`src/include/exm_pkg.sv`:
```
// Purpose: shared constants and types for the exclusive access monitor
// Assumes: one request per cycle from a single memory port
// Notes:   region granule is a power of two up to 128 bytes
package exm_pkg;
    localparam int EXM_ADDR_W      = 32;
    localparam int EXM_NUM_REQ     = 4;
    localparam int EXM_ID_W        = 2;
    localparam int EXM_GRAN_BYTES  = 8;
    localparam int EXM_MAX_GRAN    = 128;
    localparam int EXM_EXCL_SIZE   = 4;
    localparam logic EXM_STAT_OK   = 1'b0;
    localparam logic EXM_STAT_FAIL = 1'b1;

    typedef enum logic [1:0] {
        EXM_OP_NONE  = 2'h0,
        EXM_OP_LDEX  = 2'h1,
        EXM_OP_STEX  = 2'h3,
        EXM_OP_STORE = 2'h2
    } exm_op_t;

    typedef enum logic {
        EXM_OPEN      = 1'b0,
        EXM_EXCLUSIVE = 1'b1
    } exm_state_t;

    typedef struct packed {
        exm_op_t                 op;
        logic [EXM_ID_W-1:0]     id;
        logic [EXM_ADDR_W-1:0]   vaddr;
        logic [EXM_ADDR_W-1:0]   paddr;
        logic                    shared;
        logic [7:0]              size;
    } exm_req_t;

    typedef struct packed {
        exm_state_t              state;
        logic [EXM_ADDR_W-1:0]   addr;
    } exm_rec_t;
endpackage

```
`src/hw/exm_monitor.sv`:
```
// Purpose: local and global exclusive access monitor for N requesters
// Assumes: requester supplies address, attribute and unique id each cycle
// Notes:   status valid one cycle after the request
`timescale 1ns/10ps
module exm_monitor #(
    parameter int N    = exm_pkg::EXM_NUM_REQ,
    parameter int IW   = exm_pkg::EXM_ID_W,
    parameter int GRAN = exm_pkg::EXM_GRAN_BYTES
) (
    input  wire logic              mclk,
    input  wire logic              rst,
    input  wire logic              ce,
    input  wire exm_pkg::exm_req_t req,
    input  wire logic              xlate_en,
    input  wire logic              tlb_shared,
    output logic                   stat_valid,
    output logic                   stat_fail,
    output logic                   mem_wr_en,
    output logic [exm_pkg::EXM_ADDR_W-1:0] mem_wr_addr
);
    import exm_pkg::*;

    if (GRAN < EXM_EXCL_SIZE || GRAN > EXM_MAX_GRAN || (GRAN & (GRAN - 1)) != 0 ||
        N > (1 << IW) || N < 1) begin : g_bad_param
        $error("exm_monitor: bad parameters");
    end

    localparam int GB = $clog2(GRAN);

    // ----------------------------------------------------------------
    // Address and attribute selection
    // ----------------------------------------------------------------
    logic [EXM_ADDR_W-1:0] tag_addr;
    logic                  is_shared;
    assign tag_addr  = xlate_en ? req.paddr : req.vaddr;
    assign is_shared = xlate_en ? tlb_shared : req.shared;

    // ----------------------------------------------------------------
    // Records, one local and one global per requester
    // ----------------------------------------------------------------
    exm_rec_t loc_q [N];
    exm_rec_t glb_q [N];
    logic     loc_hit, glb_hit, pass;

    // Local check: a 4-byte mark at a word-aligned address
    assign loc_hit = (loc_q[req.id].state == EXM_EXCLUSIVE) &&
                     (loc_q[req.id].addr[EXM_ADDR_W-1:2] == tag_addr[EXM_ADDR_W-1:2]);
    // Global records serve all shared memory, so no shared outcome is left open
    assign glb_hit = (glb_q[req.id].state == EXM_EXCLUSIVE) &&
                     (glb_q[req.id].addr[EXM_ADDR_W-1:GB] == tag_addr[EXM_ADDR_W-1:GB]);
    // Pre-update values are used, so same-cycle clears cannot race the decision
    assign pass = loc_hit && (!is_shared || glb_hit);

    logic do_stex, do_ldex, clr_addr;
    assign do_stex  = req.op == EXM_OP_STEX;
    assign do_ldex  = req.op == EXM_OP_LDEX;
    assign clr_addr = is_shared &&
                      ((req.op == EXM_OP_STORE) || (do_stex && pass));

    logic [EXM_ADDR_W-1:0] last_byte;
    assign last_byte = tag_addr + EXM_ADDR_W'(req.size) - EXM_ADDR_W'(1);

    genvar g;
    generate
        for (g = 0; g < N; g++) begin : g_req
            logic overlap;
            // Granule overlap: first or last byte in the marked granule
            assign overlap = (glb_q[g].addr[EXM_ADDR_W-1:GB] == tag_addr[EXM_ADDR_W-1:GB]) ||
                             (glb_q[g].addr[EXM_ADDR_W-1:GB] == last_byte[EXM_ADDR_W-1:GB]);

            always_ff @(posedge mclk) begin
                if (rst) begin
                    loc_q[g] <= '0;
                end else if (ce && req.op != EXM_OP_NONE && req.id == IW'(g)) begin
                    if (do_ldex) begin
                        loc_q[g].state <= EXM_EXCLUSIVE;
                        loc_q[g].addr  <= {tag_addr[EXM_ADDR_W-1:2], 2'h0};
                    end else if (do_stex) begin
                        loc_q[g].state <= EXM_OPEN;
                    end
                end
            end

            always_ff @(posedge mclk) begin
                if (rst) begin
                    glb_q[g] <= '0;
                end else if (ce) begin
                    if (do_ldex && is_shared && req.id == IW'(g)) begin
                        glb_q[g].state <= EXM_EXCLUSIVE;
                        glb_q[g].addr  <= {tag_addr[EXM_ADDR_W-1:GB], GB'(0)};
                    end else if (clr_addr && req.id != IW'(g) && overlap) begin
                        glb_q[g].state <= EXM_OPEN;
                    end
                end
            end

            a_reset_open: assert property (@(posedge mclk)
                rst |=> loc_q[g].state == EXM_OPEN && glb_q[g].state == EXM_OPEN)
                else $error("reset left record marked");
            a_clear_glb: assert property (@(posedge mclk) disable iff (rst)
                ce && clr_addr && req.id != IW'(g) && overlap |=> glb_q[g].state == EXM_OPEN)
                else $error("overlapping global mark survived a clear");
            a_glb_align: assert property (@(posedge mclk) disable iff (rst)
                glb_q[g].state == EXM_EXCLUSIVE |-> glb_q[g].addr[GB-1:0] == '0)
                else $error("global mark not granule aligned");
        end
    endgenerate

    // ----------------------------------------------------------------
    // Registered copy of the local records
    // ----------------------------------------------------------------
    // Flops serve the local hit compare; bank copy is only checked against them by a_shadow_match
    exm_rec_t loc_wr_rec;
    exm_rec_t loc_shadow;
    logic     loc_wr;
    assign loc_wr = do_ldex || do_stex;

    always_comb begin
        loc_wr_rec = loc_q[req.id];
        if (do_ldex) begin
            loc_wr_rec.state = EXM_EXCLUSIVE;
            loc_wr_rec.addr  = {tag_addr[EXM_ADDR_W-1:2], 2'h0};
        end else begin
            loc_wr_rec.state = EXM_OPEN;
        end
    end

    exm_rec_bank #(
        .N  (N),
        .IW (IW)
    ) u_loc_bank (
        .mclk    (mclk),
        .rst     (rst),
        .ce      (ce),
        .wr_en   (loc_wr),
        .wr_idx  (req.id),
        .wr_data (loc_wr_rec),
        .rd_idx  (req.id),
        .rd_data (loc_shadow)
    );

    a_shadow_match: assert property (@(posedge mclk) disable iff (rst)
        $past(ce) && !$past(rst) |-> loc_shadow == $past(loc_q[req.id]))
        else $error("local record copy disagrees");

    // ----------------------------------------------------------------
    // Status and memory write
    // ----------------------------------------------------------------
    always_ff @(posedge mclk) begin
        if (rst) begin
            stat_valid  <= 1'b0;
            stat_fail   <= EXM_STAT_FAIL;
            mem_wr_en   <= 1'b0;
            mem_wr_addr <= '0;
        end else if (ce) begin
            stat_valid  <= do_stex;
            stat_fail   <= do_stex ? (pass ? EXM_STAT_OK : EXM_STAT_FAIL) : stat_fail;
            mem_wr_en   <= (do_stex && pass) || (req.op == EXM_OP_STORE);
            mem_wr_addr <= tag_addr;
        end
    end

    // ----------------------------------------------------------------
    // Checks
    // ----------------------------------------------------------------
    a_stex_status: assert property (@(posedge mclk) disable iff (rst)
        ce && do_stex |=> stat_valid && (stat_fail == !$past(pass)))
        else $error("store-exclusive status wrong");
    a_ldex_local: assert property (@(posedge mclk) disable iff (rst)
        ce && do_ldex |=> loc_q[$past(req.id)].state == EXM_EXCLUSIVE)
        else $error("local mark not set");
    a_stex_open: assert property (@(posedge mclk) disable iff (rst)
        ce && do_stex |=> loc_q[$past(req.id)].state == EXM_OPEN)
        else $error("local record not cleared");
    a_open_fail: assert property (@(posedge mclk) disable iff (rst)
        ce && do_stex && loc_q[req.id].state == EXM_OPEN |=> stat_fail)
        else $error("open record passed");
    a_glb_gate: assert property (@(posedge mclk) disable iff (rst)
        ce && do_stex && is_shared && glb_q[req.id].state == EXM_OPEN |=> stat_fail)
        else $error("shared store passed without global mark");
    a_wr_follow: assert property (@(posedge mclk) disable iff (rst)
        ce && do_stex |=> mem_wr_en == !stat_fail)
        else $error("write and status disagree");
    a_ldex_glb: assert property (@(posedge mclk) disable iff (rst)
        ce && do_ldex && is_shared |=> glb_q[$past(req.id)].state == EXM_EXCLUSIVE)
        else $error("global mark not set");
    a_valid_pulse: assert property (@(posedge mclk) disable iff (rst)
        ce && !do_stex |=> !stat_valid)
        else $error("status valid without store-exclusive");
    a_fail_hold: assert property (@(posedge mclk) disable iff (rst)
        !ce || !do_stex |=> $stable(stat_fail))
        else $error("status changed without store-exclusive");
    a_store_write: assert property (@(posedge mclk) disable iff (rst)
        ce && req.op == EXM_OP_STORE |=> mem_wr_en)
        else $error("ordinary store not passed to memory");
    a_tag_xlate: assert property (@(posedge mclk) disable iff (rst)
        ce && xlate_en |=> mem_wr_addr == $past(req.paddr))
        else $error("translated address not used");
    a_tag_raw: assert property (@(posedge mclk) disable iff (rst)
        ce && !xlate_en |=> mem_wr_addr == $past(req.vaddr))
        else $error("untranslated address not used");
    c_stex_ok: cover property (@(posedge mclk) stat_valid && !stat_fail);
    c_stex_bad: cover property (@(posedge mclk) stat_valid && stat_fail);
    c_clear_other: cover property (@(posedge mclk) ce && clr_addr && req.op == EXM_OP_STORE);
    c_shared_pass: cover property (@(posedge mclk) ce && do_stex && is_shared && pass);
endmodule

```
`src/hw/exm_rec_bank.sv`:
```
// Purpose: per-requester record storage, registered read port
// Assumes: one write port, one read port
// Notes:   reset opens every record
`timescale 1ns/10ps
module exm_rec_bank #(
    parameter int N  = exm_pkg::EXM_NUM_REQ,
    parameter int IW = exm_pkg::EXM_ID_W
) (
    input  wire logic              mclk,
    input  wire logic              rst,
    input  wire logic              ce,
    input  wire logic              wr_en,
    input  wire logic [IW-1:0]     wr_idx,
    input  wire exm_pkg::exm_rec_t wr_data,
    input  wire logic [IW-1:0]     rd_idx,
    output exm_pkg::exm_rec_t      rd_data
);
    import exm_pkg::*;

    if (N < 1 || N > (1 << IW)) begin : g_bad_param
        $error("exm_rec_bank: bad parameters");
    end

    exm_rec_t mem_q [N];
    always_ff @(posedge mclk) begin
        if (rst) begin
            for (int i = 0; i < N; i++) begin
                mem_q[i] <= '0;
            end
            rd_data <= '0;
        end else if (ce) begin
            if (wr_en) begin
                mem_q[wr_idx] <= wr_data;
            end
            rd_data <= mem_q[rd_idx];
        end
    end
endmodule

```
`config.mk`:
```
export PLATFORM = sky130hd
export DESIGN_NAME = exm_monitor
export DESIGN_NICKNAME = d
export VERILOG_FILES = /design/src/include/exm_pkg.sv /design/src/hw/exm_monitor.sv /design/src/hw/exm_rec_bank.sv
export SDC_FILE = /design/constraint.sdc
export NUM_CORES = 1
export LEC_CHECK = 0
export BUFFER_PORTS_ARGS = -buffer_cell sky130_fd_sc_hd__buf_4
export CORE_MARGIN = 2
export CORE_UTILIZATION = 62
export DETAILED_ROUTE_END_ITERATION = 8
export PLACE_DENSITY_LB_ADDON = 0.12
export RECOVER_POWER = 25
export SLEW_MARGIN = 20
export SYNTH_ARGS = -nofsm -noshare
export SYNTH_HDL_FRONTEND = slang
export SYNTH_HIERARCHICAL = 1
export SYNTH_SLANG_ARGS = --single-unit
```
`constraint.sdc`:
```
create_clock -name mclk -period 5.8 [get_ports mclk]
set_input_delay 0 -clock mclk [delete_from_list [all_inputs] [get_ports mclk]]
set_output_delay 0 -clock mclk [all_outputs]
set_load 0.02 [all_outputs]
```
==> impl_metrics.ini, run 1 <==
[min_path]
hp-start = rst
hold_class = in2reg

[detailed_routing]
firstDrtPassIters = 6
drt_wl_total_mm = 70.29
vias = 15820
detail_route.vias_per_cell = 7.017
drc_errors = 0
post_drt_wl_per_cell_um = 31.18
drt_iter0_drc = 2694
drtAntennaViolNets = 0

[pwr]
ir_drop_mv = 0.2924
total_leakage_power_uw = 0.007898
clock_power_share_pct = 28.4
p_sw_share_pct = 35.34
pwr-share-seq_pct = 37.8
p_int_uw = 4177
power_switching_uw = 2283
combPwrFrac_pct = 33.8
power.density_mw_per_mm2 = 306.6

[critical_path]
critPathRequiredTime_ns = 6.06
r2r_start = glb_q[2][12]
cp_max_fo = 16
cp-start-kind = input pin
crit_start = xlate_en
cpMostUsedCell = buf_4
max_stage_delay_ns = 0.83
crit_type = in2reg
cp_cell_sequence = buf_4, buf_4, mux2i_2, clkbuf_1, ha_1, nand4_1, nor3_1, a21oi_1, a21boi_0, nor2_1, xnor3_1, nor4_1, a41oi_1, o31ai_1
arrival_ns = 5.36
critPathCaptureType = register
worst-path-buf-inv = 3
crit_family = simple AND/OR/NAND/NOR gates
slowest_stage = clkbuf_1

[global_route]
grt.total_usage_pct = 43.86
globalRoute.busiestLayer = met2
use_met3_pct = 12.49
grt_max_degree = 74
grt_util_met1_pct = 59.91
grt_pass1_wl_mm = 99.36
antenna_found_initial = 1
use_met2_pct = 65.41
gr-total-overflow = 0
grt_pass1_vias = 14520

[finish]
multi_input_area_mm2 = 0.01007
layout_commonest_cell = nor2_1
ff_latch_area_mm2 = 0.008028
syn2layout_area_growth_pct = 11.74
layout_common_cells = nor2_1 (311), edfxtp_1 (244), xnor2_1 (160)
finalNetCount = 1959
fillers = 2150
layout-drive-gt1-share_pct = 16.16

[cts]
clockBufferDepth = 3
cts_root_buffer = clkbuf_16
postCtsSetupRepairBufs = 0
tritoncts = yes
clkLatencyLatePin_ns = 0.56
clk_pin_slew_ns = 0.07
h-tree-depth = 1
cts_resized = 0
cts_hold_buf = 17
cts.sinks = 279
cts_buffers = 28

[synthesis]
synth.net_count = 1853
synth_cells = 1735
syn_avg_cell_area_um2 = 10.87
yosysTopAreaCell = edfxtp_1
yosysTopAreaCellShare_pct = 38.85
ys.flop_type = edfxtp_1
ys_seq_area_share_pct = 42.57
synth.top_cells.by_area = edfxtp_1 (39%), xnor2_1 (7.4%), mux4_2 (7.3%)
ys_warn_count = 6
ys_async_sr_fraction_pct = 0
ys_types = 92
synth_area_mm2 = 0.01886
synth-edff-count = 244
synth_seq_cells = 279

[floorplan]
die_w_um = 178.4
core_mm2 = 0.02980
start_util_pct = 63.29
placementRows = 63
io_pins = 117
design.die.area_mm2 = 0.03183
die_h_um = 178.4

[timing]
period_needed_ns = 5.107
hold_viol_final = 0
rsz0062_at_grt = no
setup_viol = 0
final.setup.tns_ns = 0
skew_ns = 0.04386
fmax_ghz = 0.1958
tightest_slew_ns = 3.211
max_slew_margin_pct = -114.1
maxSlewViolCount = 200
fin_ws_ns = 0.6934
min_period_over_period_pct = 88.04

[place]
pre_cts_slack_ns = 0.3911
io_buffers = 116
place_congestion = 1.177
hpwl_mm = 51.30

[run]
max_cap_violations = 5

[outcome]
violations = max-capacitance violations, max-slew violations
status = finished, violations left
[synthesized netlist by cell type (all sizes together) (22+ instances only)]
cell	count
ha	36
a211oi	43
mux4	61
nand4	43
buf	32
o21ai	30
mux2i	36
edfxtp	244
a21oi	52
dfxtp	35
inv	65
nor3	30
nor4	38
nand3	22
xnor2	160
nand2	63
nor2	312
xor2	110
clkbuf	85
xnor3	33
[flip-flops by register name, indices dropped and copies added, names as in the netlist]
name / flops
glb_q: 120
loc_q: 124
mem_wr_addr: 32
mem_wr_en: 1
stat_fail: 1
stat_valid: 1
[metrics by stage]
stage                     cell area [um2]  util, %  hold slack [ns]  total power [uW]  std cells
after detailed placement            20190    67.75           0.3254              4537       2184
after global routing                21070    70.71          0.04913              6581       2253
final                               21070    70.72          0.02384              6460       2254
after CTS                           21270    71.39         0.001455              6349       2253
after floorplan                     18860        -           0.1632              3790       1735
after global placement              20190    67.75           0.3197              4537       2184
[path summary, 6_finish.rpt]
check,endpoint,slack [ns],cells after the start
setup / recovery,glb_q[1][29],0.69,14
hold / removal,mem_wr_addr[18],0.02,2
setup reg to reg,mem_wr_en,1.29,11
hold reg to reg,mem_wr_addr[18],0.48,2
[cell type report]
type,count,area share (%)
well taps,390,2.316
diodes,1,0.01188
multi-input cells,1274,47.77
inverters,65,1.158
repair buffers,193,6.318
clock inverters,15,0.5997
flip-flops and latches,279,38.10
clock buffers,37,3.729
[power by group through the flow]
stage | Clock (uW) | Sequential [uW] | Combinational [uW]
after global routing | 1900 | 2450 | 2240
final | 1830 | 2440 | 2180
after floorplan | 0 | 2440 | 1350
after detailed placement | 0 | 2480 | 2060
after global placement | 0 | 2470 | 2070
after CTS | 1820 | 2440 | 2090
[metal layers]
metal / share of wire (%) / routed length, um
met5: 0 / 0
met4: 6.2 / 4383
met2: 43 / 30560
met1: 36 / 25550
met3: 14 / 9794
[logic make-up after synthesis]
group	share of synthesized area (%)
compound gates	9.733
xor+xnor	16.52
fa+ha+maj	2.389
buf+inv	3.908
flops	42.57
mux	10.20
simple gates	14.68
No activity file was read; power rests on OpenSTA's default activity.
==> inputs of run 2 (changes only) <==
==> constraint.sdc (replaced) <==
create_clock -name mclk -period 5 [get_ports mclk]
set_input_delay 0 -clock mclk [delete_from_list [all_inputs] [get_ports mclk]]
set_output_delay 0 -clock mclk [all_outputs]
set_load 0.02 [all_outputs]
==> impl_metrics.ini, run 2 (synthesis results as in run 1) <==
[outcome]
status = finished, violations left
violations = max-capacitance violations, max-slew violations

[detailed_routing]
vias = 16000
drtAntennaViolNets = 0
firstDrtPassIters = 5
detail_route.vias_per_cell = 6.915
drt_wl_total_mm = 69.29
post_drt_wl_per_cell_um = 29.94
drt_iter0_drc = 2669
drc_errors = 0

[timing]
tightest_slew_ns = 1.885
max_slew_margin_pct = -25.69
fin_hold_ws_ns = 0.003333
fmax_ghz = 0.2068
rsz0062_at_grt = no
final.setup.tns_ns = 0
hold_viol_final = 0
min_period_over_period_pct = 96.70
skew_ns = 0.02447
setup_viol = 0
maxSlewViolCount = 96
period_needed_ns = 4.835
fin_ws_ns = 0.1651

[critical_path]
cp-start-kind = input pin
arrival_ns = 5.07
crit_type = in2reg
r2r_cells = 11
crit_family = compound AO/OA/AOI/OAI gates
critPathCaptureType = register
max_stage_delay_ns = 0.67
cp_max_fo = 13
critPathRequiredTime_ns = 5.24
slowest_stage = mux2i_1
cp_cell_sequence = buf_4, buf_12, mux2i_1, inv_1, ha_1, and4_1, nand2_1, nor3_1, a21boi_1, or3_1, a21oi_1, a2111oi_0, nor4b_1, a41oi_1, o31ai_1
crit_cells = 15
worst-path-buf-inv = 3

[pwr]
power.density_mw_per_mm2 = 350.3
total_leakage_power_uw = 0.008215
ir_drop_mv = 0.2755

[global_route]
grt.total_usage_pct = 43.84
gr-total-overflow = 0
grt_pass1_vias = 15040
grt_max_degree = 74
grt_pass1_wl_mm = 99.95
antenna_found_initial = 2

[floorplan]
core_mm2 = 0.02980
placementRows = 63
design.die.area_mm2 = 0.03183
die_h_um = 178.4
io_pins = 117
start_util_pct = 63.29
die_w_um = 178.4

[cts]
cts_buffers = 28
clk_pin_slew_ns = 0.06
clkLatencyLatePin_ns = 0.55
postCtsSetupRepairBufs = 0
tritoncts = yes
h-tree-depth = 1
cts.sinks = 279
clockBufferDepth = 3
cts_root_buffer = clkbuf_16

[place]
hpwl_mm = 51.27
place_congestion = 1.087
io_buffers = 116
pre_cts_slack_ns = -0.2755
post_dp_cell_area_mm2 = 0.02064

[min_path]
min_path_cells = 3
hold_class = in2reg

[finish]
syn2layout_area_growth_pct = 14.11
layout_commonest_cell = nor2_1
antenna_cells = 0
finalNetCount = 2021
largest_register = loc_q
largest_reg_flops = 124
layout_common_cells = nor2_1 (311), edfxtp_1 (244), buf_4 (187)
stdcell_area_mm2 = 0.02152
top_regs = loc_q x124, glb_q x120, mem_wr_addr x32
layout-drive-gt1-share_pct = 17.88

[run]
max_cap_violations = 3
[run 2: cell types whose count changed in the layout (fill, tap and decap cells not counted), sizes merged]
cell and delta:
clkinv -4, clkbuf +4, dlygate4sd3 +3, bufinv +1, diode -1, buf +59
clkinvlp -2
[run 2: cell type report]
| type | instances | area [um2] |
|---|---|---|
| Clock buffer | 41 | 790.8 |
| Clock inverter | 10 | 126.4 |
| Fill cell | 2174 | 8277 |
| Inverter | 65 | 244.0 |
| Multi-Input combinational cell | 1274 | 10030 |
| Sequential cell | 279 | 8028 |
| Tap cell | 390 | 488.0 |
| Timing Repair Buffer | 255 | 1817 |
[run 2: layer usage]
metal  global-route usage (%)  share of wire [%]  vias up
li1                         -                  -     6688
met1                    59.70                 36     7744
met2                    65.69                 44     1348
met3                    11.51                 14      221
met4                    20.80                6.1        0
met5                        0                  0        -
[run 2: tightest hold or removal path, stage by stage]
cell      delay (ns)
buf_4           0.10
mux2i_2         0.10
a211oi_1        0.27
[run 2: path summary, 6_finish.rpt]
| kind | start | to | slack (ns) |
|---|---|---|---|
| worst max register to register | glb_q[0][4] | mem_wr_en | 0.48 |
| worst max-delay path | xlate_en | glb_q[1][29] | 0.17 |
| worst min-delay path | req[52] | mem_wr_addr[11] | 0.003 |
| worst min register to register | mem_wr_addr[28] | mem_wr_addr[28] | 0.48 |
[run 2: metrics by stage]
stage	power, uW	utilization [%]	instances
global placement	5314	69.28	2243
floorplan	4396	-	1735
detailed placement	5333	69.28	2243
global route	7713	72.22	2314
CTS	7436	73.00	2313
finish	7539	72.22	2314
[run 2: repair_timing]
action,in CTS,in global routing
endpoints found under the hold margin,16,1
hold buffers,19,1
resized for setup,0,1
setup endpoints to repair,0,1
[run 2: power by group]
| group | switching [uW] | total, uW | internal [uW] |
|---|---|---|---|
| combinational | 1530 | 2570 | 1040 |
| sequential | 148 | 2840 | 2690 |
| clock | 889 | 2130 | 1250 |
==> inputs of run 3 (changes only) <==
--- a/config.mk
+++ b/config.mk
@@ -5,6 +5,7 @@
 export SDC_FILE = /design/constraint.sdc
 export NUM_CORES = 1
 export LEC_CHECK = 0
+export ABC_AREA = 1
 export BUFFER_PORTS_ARGS = -buffer_cell sky130_fd_sc_hd__buf_4
 export CORE_MARGIN = 2
 export CORE_UTILIZATION = 62
==> impl_metrics.ini, run 3 <==
[floorplan]
design.die.area_mm2 = 0.03145
die_w_um = 177.4
io_pins = 117
start_util_pct = 62.86
die_h_um = 177.4
placementRows = 63
core_mm2 = 0.02964

[cts]
clk_pin_slew_ns = 0.07
cts_resized = 0
cts_hold_buf = 5
clkLatencyLatePin_ns = 0.52
tritoncts = yes
h-tree-depth = 1
postCtsSetupRepairBufs = 0
clockBufferDepth = 3
cts_root_buffer = clkbuf_16
cts.sinks = 279
cts_buffers = 23

[synthesis]
ys_seq_area_share_pct = 43.09
ys_warn_count = 6
synthAdderAreaFrac_pct = 2.418
synth_cells = 2434
synth_area_mm2 = 0.01863
synth_compound_area_share_pct = 8.085
yosysTopAreaCell = edfxtp_1
synth-edff-count = 244
synth.top_cells.by_count = nand2_1 (668), nor2_1 (344), inv_1 (286)
yosysTopAreaCellShare_pct = 39.33
synth.net_count = 2552
synth_xor_area_share_pct = 7.803
synth.top_cells.by_area = edfxtp_1 (39%), nand2_1 (13%), nor2_1 (6.9%)
ys_async_sr_fraction_pct = 0
synth_most_common_cell = nand2_1
synth_seq_cells = 279
ys_types = 46
syn_avg_cell_area_um2 = 7.655
synth_top_family_by_area = simple AND/OR/NAND/NOR gates
synthMuxAreaShare_pct = 0.05372
ys.flop_type = edfxtp_1
yosys.area_share.simple_pct = 30.02

[global_route]
use_met3_pct = 9.940
grt_util_met1_pct = 59.74
gr-total-overflow = 0
grt_max_degree = 68
grt.total_usage_pct = 45.91
globalRoute.busiestLayer = met2
antenna_found_initial = 1
use_met2_pct = 72.11
grt_pass1_wl_mm = 106.6
grt_pass1_vias = 17540

[outcome]
status = finished, violations left
violations = max-capacitance violations, max-slew violations

[timing]
maxSlewViolCount = 123
rsz0062_at_grt = no
tightest_slew_ns = 2.120
setup_viol = 0
fin_hold_ws_ns = 0.03188
hold_viol_final = 0
max_slew_margin_pct = -41.31
min_period_over_period_pct = 82.75
final.setup.tns_ns = 0
period_needed_ns = 4.137
fmax_ghz = 0.2417
skew_ns = 0.01307

[critical_path]
critPathRequiredTime_ns = 5.24
cp_max_fo = 33
reg2reg_slack_ns = 2.30
crit_type = in2reg
arrival_ns = 4.38
critPathCaptureType = register
cp-start-kind = input pin

[pwr]
power.density_mw_per_mm2 = 321.9
ir_drop_mv = 0.3619
total_leakage_power_uw = 0.009506

[place]
io_buffers = 116
hpwl_mm = 52.53
place_congestion = 1.067

[finish]
multi_input_area_mm2 = 0.009034
layout-drive-gt1-share_pct = 7.404
top_regs = loc_q x124, glb_q x120, mem_wr_addr x32
finalNetCount = 2641
fillers = 2292
largest_register = loc_q
layout_commonest_cell = nand2_1
antenna_cells = 0
ff_latch_area_mm2 = 0.008028
layout_common_cells = nand2_1 (668), nor2_1 (345), inv_1 (286)
largest_reg_flops = 124
syn2layout_area_growth_pct = 10.46

[detailed_routing]
drc_errors = 0
post_drt_wl_per_cell_um = 24.80
firstDrtPassIters = 6
drt_iter0_drc = 3044
drtAntennaViolNets = 0
drt_wl_total_mm = 72.63
detail_route.vias_per_cell = 6.369
vias = 18650

[min_path]
hold_class = in2reg

[run]
max_cap_violations = 4
run 3: path summary, 6_finish.rpt:
| check | end | depth (start not counted) | startpoint |
|---|---|---|---|
| setup / recovery | glb_q[1][29] | 21 | xlate_en |
| hold / removal | loc_q[2][30] | 3 | req[74] |
| setup reg to reg | glb_q[0][29] | 15 | loc_q[3][27] |
| hold reg to reg | mem_wr_addr[3] | 2 | mem_wr_addr[3] |
run 3: per-stage QoR:
step | util, % | std cells | power, uW | worst slack (ns) | area (um2)
after floorplan | - | 2434 | 4059 | 1.407 | 18630
after global placement | 67.20 | 2883 | 4651 | 0.5638 | 19920
after detailed placement | 67.20 | 2883 | 4700 | 0.5423 | 19920
after CTS | 69.96 | 2929 | 6522 | 1.070 | 20730
after global routing | 69.44 | 2929 | 6826 | 0.7112 | 20580
final | 69.44 | 2929 | 6626 | 0.8625 | 20580
run 3: final cells by class:
cell class | instances | area share (%)
Timing Repair Buffer | 169 | 5.575
Tap cell | 390 | 2.371
Clock inverter | 12 | 0.6748
Multi-Input combinational cell | 1753 | 43.89
Inverter | 297 | 5.429
Clock buffer | 29 | 3.052
Sequential cell | 279 | 39.01
run 3: kinds of logic (layout without fill, tap and decap cells):
| kind of cell | count (synthesis) | after routing |
|---|---|---|
| buffers and inverters | 402 | 507 |
| adder cells (fa/ha/maj) | 36 | 36 |
| XOR/XNOR | 155 | 155 |
| AND/OR/NAND/NOR | 1338 | 1338 |
| AO/OA/AOI/OAI | 223 | 223 |
| multiplexers | 1 | 1 |
| flip-flops | 279 | 279 |
run 3: routing by layer:
layer  vias to the layer above  part of all wire [%]
met2                      1647                    44
met4                         2                   6.5
met3                       273                    14
met5                         -                0.0096
li1                       8188                     -
met1                      8544                    35
run 3: power breakdown:
part	switching (uW)	internal [uW]	leakage [uW]
Sequential	137	2670	0.00262
Combinational	1330	602	0.00650
Clock	835	1050	0.000383
Total	2300	4320	0.00951
run 3: critical path, stage by stage:
cell and delay [ns]:
buf_4 0.09, buf_4 0.42, nand2_1 0.11, nand2_1 0.41
inv_1 0.50, ha_1 0.57, a21oi_1 0.27, o21ai_0 0.19
inv_1 0.08, o21ai_0 0.11, a21oi_1 0.47, nand3_1 0.27
nand3_1 0.17, nand2_1 0.07, inv_1 0.07, nand4_1 0.09
nor2_1 0.22, nand2_1 0.08, nand2_1 0.07, nand2_1 0.05
nand2_1 0.06
